--- src/dat_pkg.sv ---
// package for the diagnostic address and timing configuration block
// holds command codes, parameter kinds, reset values and timing counts;
// assumes a 25 MHz system clock shared by every user of this package
package dat_pkg;

  // ---------------------------------------------------------------
  // command codes delivered by the upstream text parser
  // ---------------------------------------------------------------
  typedef enum logic [1:0] {
    DAT_OP_SET_ADDRESS = 2'b00,  // set_address_cmd
    DAT_OP_FLOW_WAIT   = 2'b01,  // flow_wait_timeout_cmd
    DAT_OP_GAP         = 2'b10,  // multi_frame_gap_cmd
    DAT_OP_NONE        = 2'b11   // anything else, always rejected
  } dat_op_t;

  // ---------------------------------------------------------------
  // kind of one parameter position
  // ---------------------------------------------------------------
  typedef enum logic [1:0] {
    DAT_PK_ABSENT = 2'b00,       // position not given
    DAT_PK_KEEP   = 2'b01,       // keep_current_token
    DAT_PK_VALUE  = 2'b10,       // hex value given
    DAT_PK_BAD    = 2'b11        // malformed text
  } dat_pkind_t;

  // ---------------------------------------------------------------
  // answer codes
  // ---------------------------------------------------------------
  typedef enum logic [1:0] {
    DAT_RSP_NONE   = 2'b00,
    DAT_RSP_OK     = 2'b01,      // "OK"
    DAT_RSP_REJECT = 2'b10,      // "?"
    DAT_RSP_PROMPT = 2'b11       // ">" after the answer
  } dat_rsp_t;

  // ---------------------------------------------------------------
  // address forms, counted in hex digits
  // ---------------------------------------------------------------
  localparam logic [3:0]  DAT_DIG_CAN11  = 4'h3;
  localparam logic [3:0]  DAT_DIG_NONCAN = 4'h6;
  localparam logic [3:0]  DAT_DIG_CAN29  = 4'h8;
  localparam logic [28:0] DAT_MASK_CAN11 = 29'h0000_07FF;
  localparam logic [28:0] DAT_MASK_CAN29 = 29'h1FFF_FFFF;
  localparam logic [28:0] DAT_MASK_NC24  = 29'h00FF_FFFF;
  localparam int          DAT_TOP_CAN11  = 10;   // msb of an 11-bit id
  localparam int          DAT_TOP_NC24   = 23;   // msb of a 24-bit header
  localparam int          DAT_TOP_CAN29  = 28;   // msb of a 29-bit id
  localparam int          DAT_DSTAR_BITS = 8;    // bits dropped by a double star

  // ---------------------------------------------------------------
  // reset values and limits
  // ---------------------------------------------------------------
  localparam logic [7:0]  DAT_RST_FLOW_WAIT = 8'h7A;  // about 500 ms
  localparam logic [7:0]  DAT_RST_GAP       = 8'h00;
  localparam logic [7:0]  DAT_RST_REPLY     = 8'h00;
  localparam logic [7:0]  DAT_MIN_FLOW_WAIT = 8'h14;
  localparam logic [7:0]  DAT_EXT_FULL      = 8'hFF;

  // ---------------------------------------------------------------
  // timing: units as printed, cycle counts derived from the clock
  // ---------------------------------------------------------------
  // counted in ns: a 4.096 ms unit in ps would overflow an int
  localparam int DAT_CLK_PERIOD_NS = 40;        // 25 MHz
  localparam int DAT_WAIT_UNIT_NS  = 4096000;   // 4.096 ms, in ns
  localparam int DAT_GAP_UNIT_NS   = 1000000;   // 1 ms, in ns
  localparam int DAT_WAIT_UNIT_CYC = DAT_WAIT_UNIT_NS / DAT_CLK_PERIOD_NS;
  localparam int DAT_GAP_UNIT_CYC  = DAT_GAP_UNIT_NS / DAT_CLK_PERIOD_NS;

endpackage
--- src/dat_config.sv ---
// address and timing configuration interpreter for the diagnostic tool
// takes one parsed command at a time on the same clock, checks it,
// updates settings and answers OK or ? then a prompt
//
// Contract
// - address command: header, then optional receiver, then optional timeout.
// - 11-bit or 29-bit ids, optional extension byte, or a 24-bit header.
// - six-digit header is the non-CAN header, even under CAN.
// - keep-current token leaves that setting unchanged, others still applied.
// - reply timeout is one byte, each unit 4.096 ms.
// - double-star receiver drops its upper 8 bits from the mask.
// - each single star drops its nibble from the mask.
// - extension byte on header enters extended mode; receiver extension only then.
// - mismatched header and receiver forms reject with '?', nothing changes.
// - extended mode, no receiver: use stored receive extension setting.
// - flow wait command sets FC wait, parameter times 4.096 ms.
// - flow wait below 0x14 is rejected.
// - flow wait resets to 0x7A.
// - gap command sets raw multi-frame spacing in milliseconds.
// - gap resets to zero.
`timescale 1ns/1ps
`default_nettype none

module dat_config #(
  parameter int WAIT_UNIT_CYC = dat_pkg::DAT_WAIT_UNIT_CYC,  // cycles per 4.096 ms
  parameter int GAP_UNIT_CYC  = dat_pkg::DAT_GAP_UNIT_CYC    // cycles per 1 ms
) (
  input  wire logic        i_clk_sys,            // 25 MHz system clock
  input  wire logic        i_rst_n,              // synchronous reset, low active
  input  wire logic        i_cmd_valid,          // command strobe, one cycle
  input  wire logic [1:0]  i_cmd_op,             // dat_op_t
  input  wire logic [1:0]  i_hdr_kind,           // first position kind
  input  wire logic [3:0]  i_hdr_digits,         // hex digits before the dash
  input  wire logic [28:0] i_hdr_value,          // header value, right aligned
  input  wire logic        i_hdr_ext_present,    // header had -hh
  input  wire logic [7:0]  i_hdr_ext,            // header extension byte
  input  wire logic [1:0]  i_rcv_kind,           // second position kind
  input  wire logic [3:0]  i_rcv_digits,         // hex digits before the dash
  input  wire logic [28:0] i_rcv_value,          // receiver value, stars as 0
  input  wire logic [7:0]  i_rcv_nib_wild,       // bit n: nibble n was a star
  input  wire logic        i_rcv_dstar,          // receiver led by double star
  input  wire logic        i_rcv_ext_present,    // receiver had -hh
  input  wire logic [7:0]  i_rcv_ext,            // receiver extension byte
  input  wire logic        i_rcv_ext_wild,       // receiver extension was **
  input  wire logic [1:0]  i_tmo_kind,           // third position kind
  input  wire logic [7:0]  i_arg,                // timeout, wait or gap byte
  input  wire logic [7:0]  i_rx_ext_addr_setting, // rx_ext_addr_setting value
  output logic             o_cmd_ready,          // idle, next command taken
  output logic [1:0]       o_rsp_code,           // dat_rsp_t, valid with strobe
  output logic             o_rsp_valid,          // answer strobe, one cycle
  output logic [28:0]      o_tx_header_param,    // CAN transmit id
  output logic             o_tx_is_29bit,        // transmit id is 29-bit
  output logic [7:0]       o_tx_ext_addr,        // transmit extension byte
  output logic             o_ext_mode,           // CAN extended address mode
  output logic [23:0]      o_nc_header,          // non-CAN transmit header
  output logic [28:0]      o_rx_filter,          // CAN receive filter
  output logic [28:0]      o_rx_mask,            // CAN receive mask
  output logic             o_rx_is_29bit,        // receive filter is 29-bit
  output logic [7:0]       o_rx_ext_addr,        // receive extension filter
  output logic [7:0]       o_rx_ext_mask,        // receive extension mask
  output logic [23:0]      o_nc_pass_filter,     // non-CAN pass filter
  output logic [23:0]      o_nc_pass_mask,       // non-CAN pass mask
  output logic [7:0]       o_reply_timeout,      // reply timeout units
  output logic [7:0]       o_flow_wait,          // FC wait units
  output logic [7:0]       o_gap_ms,             // multi-frame gap in ms
  output logic [31:0]      o_reply_cycles,       // reply timeout in clocks
  output logic [31:0]      o_flow_cycles,        // FC wait in clocks
  output logic [31:0]      o_gap_cycles          // gap in clocks
);

  // ---------------------------------------------------------------
  // answer sequencer states
  // ---------------------------------------------------------------
  typedef enum logic [1:0] {
    DAT_ST_IDLE   = 2'b01,
    DAT_ST_ANSWER = 2'b10,
    DAT_ST_PROMPT = 2'b00
  } dat_state_t;

  localparam logic [31:0] WAIT_UNIT = 32'(WAIT_UNIT_CYC);
  localparam logic [31:0] GAP_UNIT  = 32'(GAP_UNIT_CYC);

  dat_state_t  state_reg, state_next;
  logic [1:0]  rsp_code_reg, rsp_code_next;
  logic        rsp_valid_reg, rsp_valid_next;
  logic        pend_ok_reg, pend_ok_next;
  logic [28:0] tx_hdr_reg, tx_hdr_next;
  logic        tx29_reg, tx29_next;
  logic [7:0]  tx_ext_reg, tx_ext_next;
  logic        ext_mode_reg, ext_mode_next;
  logic [23:0] nc_hdr_reg, nc_hdr_next;
  logic [28:0] rx_flt_reg, rx_flt_next;
  logic [28:0] rx_msk_reg, rx_msk_next;
  logic        rx29_reg, rx29_next;
  logic [7:0]  rx_ext_reg, rx_ext_next;
  logic [7:0]  rx_emsk_reg, rx_emsk_next;
  logic [23:0] nc_flt_reg, nc_flt_next;
  logic [23:0] nc_msk_reg, nc_msk_next;
  logic [7:0]  reply_reg, reply_next;
  logic [7:0]  flow_reg, flow_next;
  logic [7:0]  gap_reg, gap_next;
  logic [31:0] reply_cyc_reg, reply_cyc_next;
  logic [31:0] flow_cyc_reg, flow_cyc_next;
  logic [31:0] gap_cyc_reg, gap_cyc_next;

  // ---------------------------------------------------------------
  // parameter classification
  // ---------------------------------------------------------------
  logic        hdr_val, hdr_can, hdr_nc, hdr_bad;
  logic        rcv_val, rcv_can, rcv_nc, rcv_bad, rcv_given;
  logic        new_ext_mode, addr_reject, tmo_apply, take;
  logic [28:0] nib_keep, rcv_mask;

  // a star nibble is cleared from the mask, one term per nibble
  for (genvar n = 0; n < 8; n++) begin : g_nib
    if (n < 7) begin : g_full
      assign nib_keep[4*n+3:4*n] = i_rcv_nib_wild[n] ? 4'h0 : 4'hF;
    end else begin : g_top
      assign nib_keep[28] = ~i_rcv_nib_wild[n];
    end
  end

  // form checks on the two address positions
  always_comb begin
    hdr_val   = (i_hdr_kind == dat_pkg::DAT_PK_VALUE);
    hdr_can   = hdr_val && ((i_hdr_digits == dat_pkg::DAT_DIG_CAN11) ||
                            (i_hdr_digits == dat_pkg::DAT_DIG_CAN29));
    hdr_nc    = hdr_val && (i_hdr_digits == dat_pkg::DAT_DIG_NONCAN);
    hdr_bad   = (i_hdr_kind == dat_pkg::DAT_PK_BAD) ||
                (i_hdr_kind == dat_pkg::DAT_PK_ABSENT) ||
                (hdr_val && !hdr_can && !hdr_nc) ||
                (hdr_nc && i_hdr_ext_present);
    rcv_val   = (i_rcv_kind == dat_pkg::DAT_PK_VALUE);
    rcv_given = (i_rcv_kind != dat_pkg::DAT_PK_ABSENT);
    rcv_can   = rcv_val && ((i_rcv_digits == dat_pkg::DAT_DIG_CAN11) ||
                            (i_rcv_digits == dat_pkg::DAT_DIG_CAN29));
    rcv_nc    = rcv_val && (i_rcv_digits == dat_pkg::DAT_DIG_NONCAN);
    rcv_bad   = (i_rcv_kind == dat_pkg::DAT_PK_BAD) ||
                (rcv_val && !rcv_can && !rcv_nc) ||
                (rcv_nc && i_rcv_ext_present);
    // only a CAN header decides the mode; keep token or 24-bit leave it
    new_ext_mode = hdr_can ? i_hdr_ext_present : ext_mode_reg;
    addr_reject  = hdr_bad || rcv_bad ||
                   (rcv_can && i_rcv_ext_present && !new_ext_mode) ||
                   (rcv_can && !i_rcv_ext_present && new_ext_mode) ||
                   (i_tmo_kind == dat_pkg::DAT_PK_BAD);
    tmo_apply    = (i_tmo_kind == dat_pkg::DAT_PK_VALUE) && rcv_given;
  end

  // receive mask from form width, stars and a double star
  always_comb begin
    if (i_rcv_digits == dat_pkg::DAT_DIG_CAN29) begin
      rcv_mask = dat_pkg::DAT_MASK_CAN29 & nib_keep;
      if (i_rcv_dstar) begin
        rcv_mask[dat_pkg::DAT_TOP_CAN29 -: dat_pkg::DAT_DSTAR_BITS] = 8'h00;
      end
    end else if (i_rcv_digits == dat_pkg::DAT_DIG_NONCAN) begin
      rcv_mask = dat_pkg::DAT_MASK_NC24 & nib_keep;
      if (i_rcv_dstar) begin
        rcv_mask[dat_pkg::DAT_TOP_NC24 -: dat_pkg::DAT_DSTAR_BITS] = 8'h00;
      end
    end else begin
      rcv_mask = dat_pkg::DAT_MASK_CAN11 & nib_keep;
      if (i_rcv_dstar) begin
        rcv_mask[dat_pkg::DAT_TOP_CAN11 -: dat_pkg::DAT_DSTAR_BITS] = 8'h00;
      end
    end
  end

  // ---------------------------------------------------------------
  // command execution and answer sequencing
  // ---------------------------------------------------------------
  // a command is only taken while idle, so settings never change mid-answer
  always_comb begin
    take           = i_cmd_valid && (state_reg == DAT_ST_IDLE);
    state_next     = state_reg;
    rsp_code_next  = dat_pkg::DAT_RSP_NONE;
    rsp_valid_next = 1'b0;
    pend_ok_next   = pend_ok_reg;
    tx_hdr_next    = tx_hdr_reg;
    tx29_next      = tx29_reg;
    tx_ext_next    = tx_ext_reg;
    ext_mode_next  = ext_mode_reg;
    nc_hdr_next    = nc_hdr_reg;
    rx_flt_next    = rx_flt_reg;
    rx_msk_next    = rx_msk_reg;
    rx29_next      = rx29_reg;
    rx_ext_next    = rx_ext_reg;
    rx_emsk_next   = rx_emsk_reg;
    nc_flt_next    = nc_flt_reg;
    nc_msk_next    = nc_msk_reg;
    reply_next     = reply_reg;
    flow_next      = flow_reg;
    gap_next       = gap_reg;
    case (state_reg)
      DAT_ST_IDLE: begin
        if (take) begin
          state_next   = DAT_ST_ANSWER;
          pend_ok_next = 1'b0;
          case (dat_pkg::dat_op_t'(i_cmd_op))
            dat_pkg::DAT_OP_SET_ADDRESS: begin
              // a rejected command changes nothing
              if (!addr_reject) begin
                pend_ok_next = 1'b1;
                if (hdr_can) begin
                  tx_hdr_next   = i_hdr_value;
                  tx29_next     = (i_hdr_digits == dat_pkg::DAT_DIG_CAN29);
                  ext_mode_next = i_hdr_ext_present;
                  if (i_hdr_ext_present) begin
                    tx_ext_next = i_hdr_ext;
                  end
                end else if (hdr_nc) begin
                  nc_hdr_next = i_hdr_value[23:0];
                end
                if (rcv_can) begin
                  rx_flt_next = i_rcv_value & rcv_mask;
                  rx_msk_next = rcv_mask;
                  rx29_next   = (i_rcv_digits == dat_pkg::DAT_DIG_CAN29);
                  if (i_rcv_ext_present) begin
                    rx_ext_next  = i_rcv_ext;
                    rx_emsk_next = i_rcv_ext_wild ? 8'h00 : dat_pkg::DAT_EXT_FULL;
                  end
                end else if (rcv_nc) begin
                  nc_flt_next = i_rcv_value[23:0] & rcv_mask[23:0];
                  nc_msk_next = rcv_mask[23:0];
                end
                if (!rcv_given && new_ext_mode) begin
                  rx_ext_next  = i_rx_ext_addr_setting;
                  rx_emsk_next = dat_pkg::DAT_EXT_FULL;
                end
                if (tmo_apply) begin
                  reply_next = i_arg;
                end
              end
            end
            dat_pkg::DAT_OP_FLOW_WAIT: begin
              if (i_arg >= dat_pkg::DAT_MIN_FLOW_WAIT) begin
                pend_ok_next = 1'b1;
                flow_next    = i_arg;
              end
            end
            dat_pkg::DAT_OP_GAP: begin
              pend_ok_next = 1'b1;
              gap_next     = i_arg;
            end
            default: begin
              pend_ok_next = 1'b0;
            end
          endcase
        end
      end
      DAT_ST_ANSWER: begin
        rsp_valid_next = 1'b1;
        rsp_code_next  = pend_ok_reg ? dat_pkg::DAT_RSP_OK : dat_pkg::DAT_RSP_REJECT;
        state_next     = DAT_ST_PROMPT;
      end
      DAT_ST_PROMPT: begin
        rsp_valid_next = 1'b1;
        rsp_code_next  = dat_pkg::DAT_RSP_PROMPT;
        state_next     = DAT_ST_IDLE;
      end
      default: begin
        state_next = DAT_ST_IDLE;
      end
    endcase
  end

  // timing counts follow the stored units, one cycle behind them
  always_comb begin
    reply_cyc_next = 32'(reply_reg) * WAIT_UNIT;
    flow_cyc_next  = 32'(flow_reg) * WAIT_UNIT;
    gap_cyc_next   = 32'(gap_reg) * GAP_UNIT;
  end

  // registers only; reset loads the defaults
  always_ff @(posedge i_clk_sys) begin
    if (!i_rst_n) begin
      state_reg     <= DAT_ST_IDLE;
      rsp_code_reg  <= dat_pkg::DAT_RSP_NONE;
      rsp_valid_reg <= 1'b0;
      pend_ok_reg   <= 1'b0;
      tx_hdr_reg    <= 29'h0000_0000;
      tx29_reg      <= 1'b0;
      tx_ext_reg    <= 8'h00;
      ext_mode_reg  <= 1'b0;
      nc_hdr_reg    <= 24'h00_0000;
      rx_flt_reg    <= 29'h0000_0000;
      rx_msk_reg    <= 29'h0000_0000;
      rx29_reg      <= 1'b0;
      rx_ext_reg    <= 8'h00;
      rx_emsk_reg   <= 8'h00;
      nc_flt_reg    <= 24'h00_0000;
      nc_msk_reg    <= 24'h00_0000;
      reply_reg     <= dat_pkg::DAT_RST_REPLY;
      flow_reg      <= dat_pkg::DAT_RST_FLOW_WAIT;
      gap_reg       <= dat_pkg::DAT_RST_GAP;
      reply_cyc_reg <= 32'h0000_0000;
      flow_cyc_reg  <= 32'h0000_0000;
      gap_cyc_reg   <= 32'h0000_0000;
    end else begin
      state_reg     <= state_next;
      rsp_code_reg  <= rsp_code_next;
      rsp_valid_reg <= rsp_valid_next;
      pend_ok_reg   <= pend_ok_next;
      tx_hdr_reg    <= tx_hdr_next;
      tx29_reg      <= tx29_next;
      tx_ext_reg    <= tx_ext_next;
      ext_mode_reg  <= ext_mode_next;
      nc_hdr_reg    <= nc_hdr_next;
      rx_flt_reg    <= rx_flt_next;
      rx_msk_reg    <= rx_msk_next;
      rx29_reg      <= rx29_next;
      rx_ext_reg    <= rx_ext_next;
      rx_emsk_reg   <= rx_emsk_next;
      nc_flt_reg    <= nc_flt_next;
      nc_msk_reg    <= nc_msk_next;
      reply_reg     <= reply_next;
      flow_reg      <= flow_next;
      gap_reg       <= gap_next;
      reply_cyc_reg <= reply_cyc_next;
      flow_cyc_reg  <= flow_cyc_next;
      gap_cyc_reg   <= gap_cyc_next;
    end
  end

  // ---------------------------------------------------------------
  // outputs, all straight from flip-flops
  // ---------------------------------------------------------------
  // ready is bit 0 of the state flop, set only in idle
  always_comb begin
    o_cmd_ready       = state_reg[0];
    o_rsp_code        = rsp_code_reg;
    o_rsp_valid       = rsp_valid_reg;
    o_tx_header_param = tx_hdr_reg;
    o_tx_is_29bit     = tx29_reg;
    o_tx_ext_addr     = tx_ext_reg;
    o_ext_mode        = ext_mode_reg;
    o_nc_header       = nc_hdr_reg;
    o_rx_filter       = rx_flt_reg;
    o_rx_mask         = rx_msk_reg;
    o_rx_is_29bit     = rx29_reg;
    o_rx_ext_addr     = rx_ext_reg;
    o_rx_ext_mask     = rx_emsk_reg;
    o_nc_pass_filter  = nc_flt_reg;
    o_nc_pass_mask    = nc_msk_reg;
    o_reply_timeout   = reply_reg;
    o_flow_wait       = flow_reg;
    o_gap_ms          = gap_reg;
    o_reply_cycles    = reply_cyc_reg;
    o_flow_cycles     = flow_cyc_reg;
    o_gap_cycles      = gap_cyc_reg;
  end

endmodule

`default_nettype wire

--- config.mk ---
export PLATFORM = sky130hd
export DESIGN_NAME = dat_config
export DESIGN_NICKNAME = d
export VERILOG_FILES = /design/src/dat_pkg.sv /design/src/dat_config.sv
export SDC_FILE = /design/constraint.sdc
export NUM_CORES = 1
export LEC_CHECK = 0
export BUFFER_PORTS_ARGS = -buffer_cell sky130_fd_sc_hd__buf_2
export CAP_MARGIN = 20
export CORE_UTILIZATION = 40
export CTS_BUF_LIST = sky130_fd_sc_hd__clkbuf_4
export DETAILED_ROUTE_END_ITERATION = 10
export PLACE_DENSITY = 0.76
export SYNTH_ARGS = -nofsm -noshare
export SYNTH_HDL_FRONTEND = slang
export SYNTH_SLANG_ARGS = --single-unit
--- constraint.sdc ---
create_clock -name i_clk_sys -period 4.2 [get_ports i_clk_sys]
set_input_delay 1.26 -clock i_clk_sys [delete_from_list [all_inputs] [get_ports i_clk_sys]]
set_output_delay 1.26 -clock i_clk_sys [all_outputs]
set_load 0.01 [all_outputs]
==> metrics.csv <==
metric;value;unit
Post-CTS Hold Fix Bufs;0;
layout net count;1886;
CP Data Arrival Time;4.53;ns
Syn Area/Cell;9.08;um^2
crit path capture type;flip-flop;
I/O pins;431;
relative slew slack;40.9;%
worst-case vdd ir drop;0.208;mV
Global Route met1 Usage;23.8;%
Clock Sink Count;222;
layout cells sized above 1;29.7;%
Fin Setup TNS;0;ns
Root Buffer;clkbuf_4;
Setup Slack @ Placement;0.378;ns
PD cells;318;nW/um^2
CP max-delay cell;dfxtp_1;
GR Layer Usage met2;35.4;%
all-layer global routing usage;20.3;%
I/O Buffers;380;
drt pass-1 iters;5;
Setup Skew;0.0390;ns
Power Total;4480;uW
Yosys top cell by area;dfxtp_1;
synthesis-to-layout area growth;20.5;%
crit path cell chain;ha_1 -> ha_1 -> inv_1 -> fa_1 -> inv_1 -> fa_1 -> ha_1 -> nor2b_1 -> o21ai_0 -> a21oi_1 -> nor4_1 -> or4_1 -> nand2_1;
detailed-route via count;10200;
max-slew violation count;0;
FF+latch count, synth;222;
crit start category;flip-flop;
Hold Path Class;reg -> reg;
GRT Max-Usage Layer;met2;
critical path type;reg -> reg;
DR iter-0 viols;482;
Core ar.;28700;um^2
top-area cell type share of the netlist area;38.0;%
Max stage delay on crit path;0.50;ns
RSZ-0062 raised after global routing;no;
Most Frequent Cell on Critical Path;ha_1;
Max Fclk;0.254;GHz
ANT nets after route;0;
Reg clk slew, reported paths;0.07;ns
leak pwr;0.00721;uW
Crit path required time;4.79;ns
Initial Util;40.7;%
routed wire length;31400;um
CP Max Fanout;6;
GPL Wtd Cong;0.952;
postcts setup bufs;0;
synthesized cell area;11700;um^2
global route overflow;0;
Post-synth top flop;dfxtp_1;
Area contributors post-synth;dfxtp_1 (38%), ha_1 (12%), mux2i_1 (7.4%);
vias in the first global route;9855;
most common cell in the netlist;dfxtp_1;
# rows;62;
clk_lat worst skew;0.67;ns
number of synthesized flops with an enable pin;0;
dpl hpwl;23600;um
sequential share of the synthesized area;38.0;%
Synth cell types;70;
met3 Track Usage GR;4.95;%
Post-synth ARST share;0;%
die width;173;um
Synth Warn #;0;
crit share post-route;93.7;%
PnR worst setup slack;0.264;ns
# DRC;0;
Post-synth top cells;dfxtp_1 (222), nand2_1 (210), ha_1 (114), buf_4 (106), mux2i_1 (87);
max_cap viols;0;
status;finished clean;
initial antenna violation count;2;
Min Hold Slack;0.454;ns
first-pass GRT wire length;49700;um
Setup-failing EPs final;0;
Via density;4.95;
CTS Buf Count;59;
post-route minimum period;3.94;ns
Bufs on Longest Clock Path;3;
final hold vios;0;
largest net degree at the start of global routing;211;
Die Span Y;173;um
Post-Syn Instances;1288;
CTS tree;built;
fillers;2759;
CTS H-tree depth;2;
Avg WL per Cell;15.2;um
die area;29900;um^2
final core occ;49.1;%
post_cts resized;0;
measured slew at the worst slew-check pin;0.886;ns
## cell usage in the layout (no fill, tap or decap), types with 11 or more instances in the layout
master and n:
nand2_1 210, nor3_1 11, o21ai_1 13, o21ai_0 62, dfxtp_1 222, ha_1 114
and2_1 19, nor2_1 57, inv_1 54, clkinv_1 22, nand3_1 69, o31ai_1 20
conb_1 50, mux2i_1 87, fa_1 18, clkbuf_4 75, a21oi_1 37, xnor2_1 17
buf_2 379
## worst paths after layout
kind              cells past startpoint                              start                                end  slack (ns)
hold / removal                        2  o_nc_pass_filter[16]$_SDFFE_PN0P_  o_nc_pass_filter[16]$_SDFFE_PN0P_        0.45
hold reg to reg                       2  o_nc_pass_filter[16]$_SDFFE_PN0P_  o_nc_pass_filter[16]$_SDFFE_PN0P_        0.45
setup reg to reg                     13           o_gap_ms[2]$_SDFFE_PN0P_        o_gap_cycles[21]$_SDFF_PN0_        0.26
setup / recovery                     13           o_gap_ms[2]$_SDFFE_PN0P_        o_gap_cycles[21]$_SDFF_PN0_        0.26
## through the flow
| step | cell area, um^2 | instances |
|---|---|---|
| 3_3_place_gp | 13400 | 1956 |
| 6_report | 14100 | 2062 |
| 5_1_grt | 14100 | 2061 |
| 2_1_floorplan | 11900 | 1337 |
| 4_1_cts | 14100 | 2060 |
| 3_5_place_dp | 13400 | 1956 |
## per-layer routing
metal,routed length [um],share of wire (%),vias to the layer above
li1,-,-,4972
met1,12900,41,4770
met2,15400,49,397
met3,2140,6.8,76
met4,927,3.0,0
met5,0,0,-
## layout make-up
cell class	count	area, um^2	share of cell area [%]
repair buffers	393	2060	14.6
well taps	384	480	3.41
diodes	2	5.00	0.0355
inverters	55	206	1.47
clock buffers	75	563	4.00
multi-input cells	902	6210	44.1
clock inverters	29	121	0.861
flip-flops and latches	222	4440	31.5
## critical path: cells and delay by family, from the launching register on
family | cells | cell delay, ns
AO/OA/AOI/OAI | 2 | 0.48
adder cells (fa/ha/maj) | 5 | 1.92
buffers and inverters | 2 | 0.11
flip-flops | 1 | 0.50
AND/OR/NAND/NOR | 4 | 0.87
## cells by family after synthesis
group	after synthesis	share of synthesized area [%]
multiplexers	88	7.57
AND/OR/NAND/NOR	429	17.2
other	1	0.0321
buffers and inverters	213	10.6
adder cells (fa/ha/maj)	132	15.3
flip-flops	222	38.0
XOR/XNOR	26	1.95
AO/OA/AOI/OAI	177	9.39
## power by group
part | switching [uW] | internal, uW
sequential | 25.0 | 2150
clock | 906 | 841
combinational | 328 | 227
(Power assumes the default switching activity.)
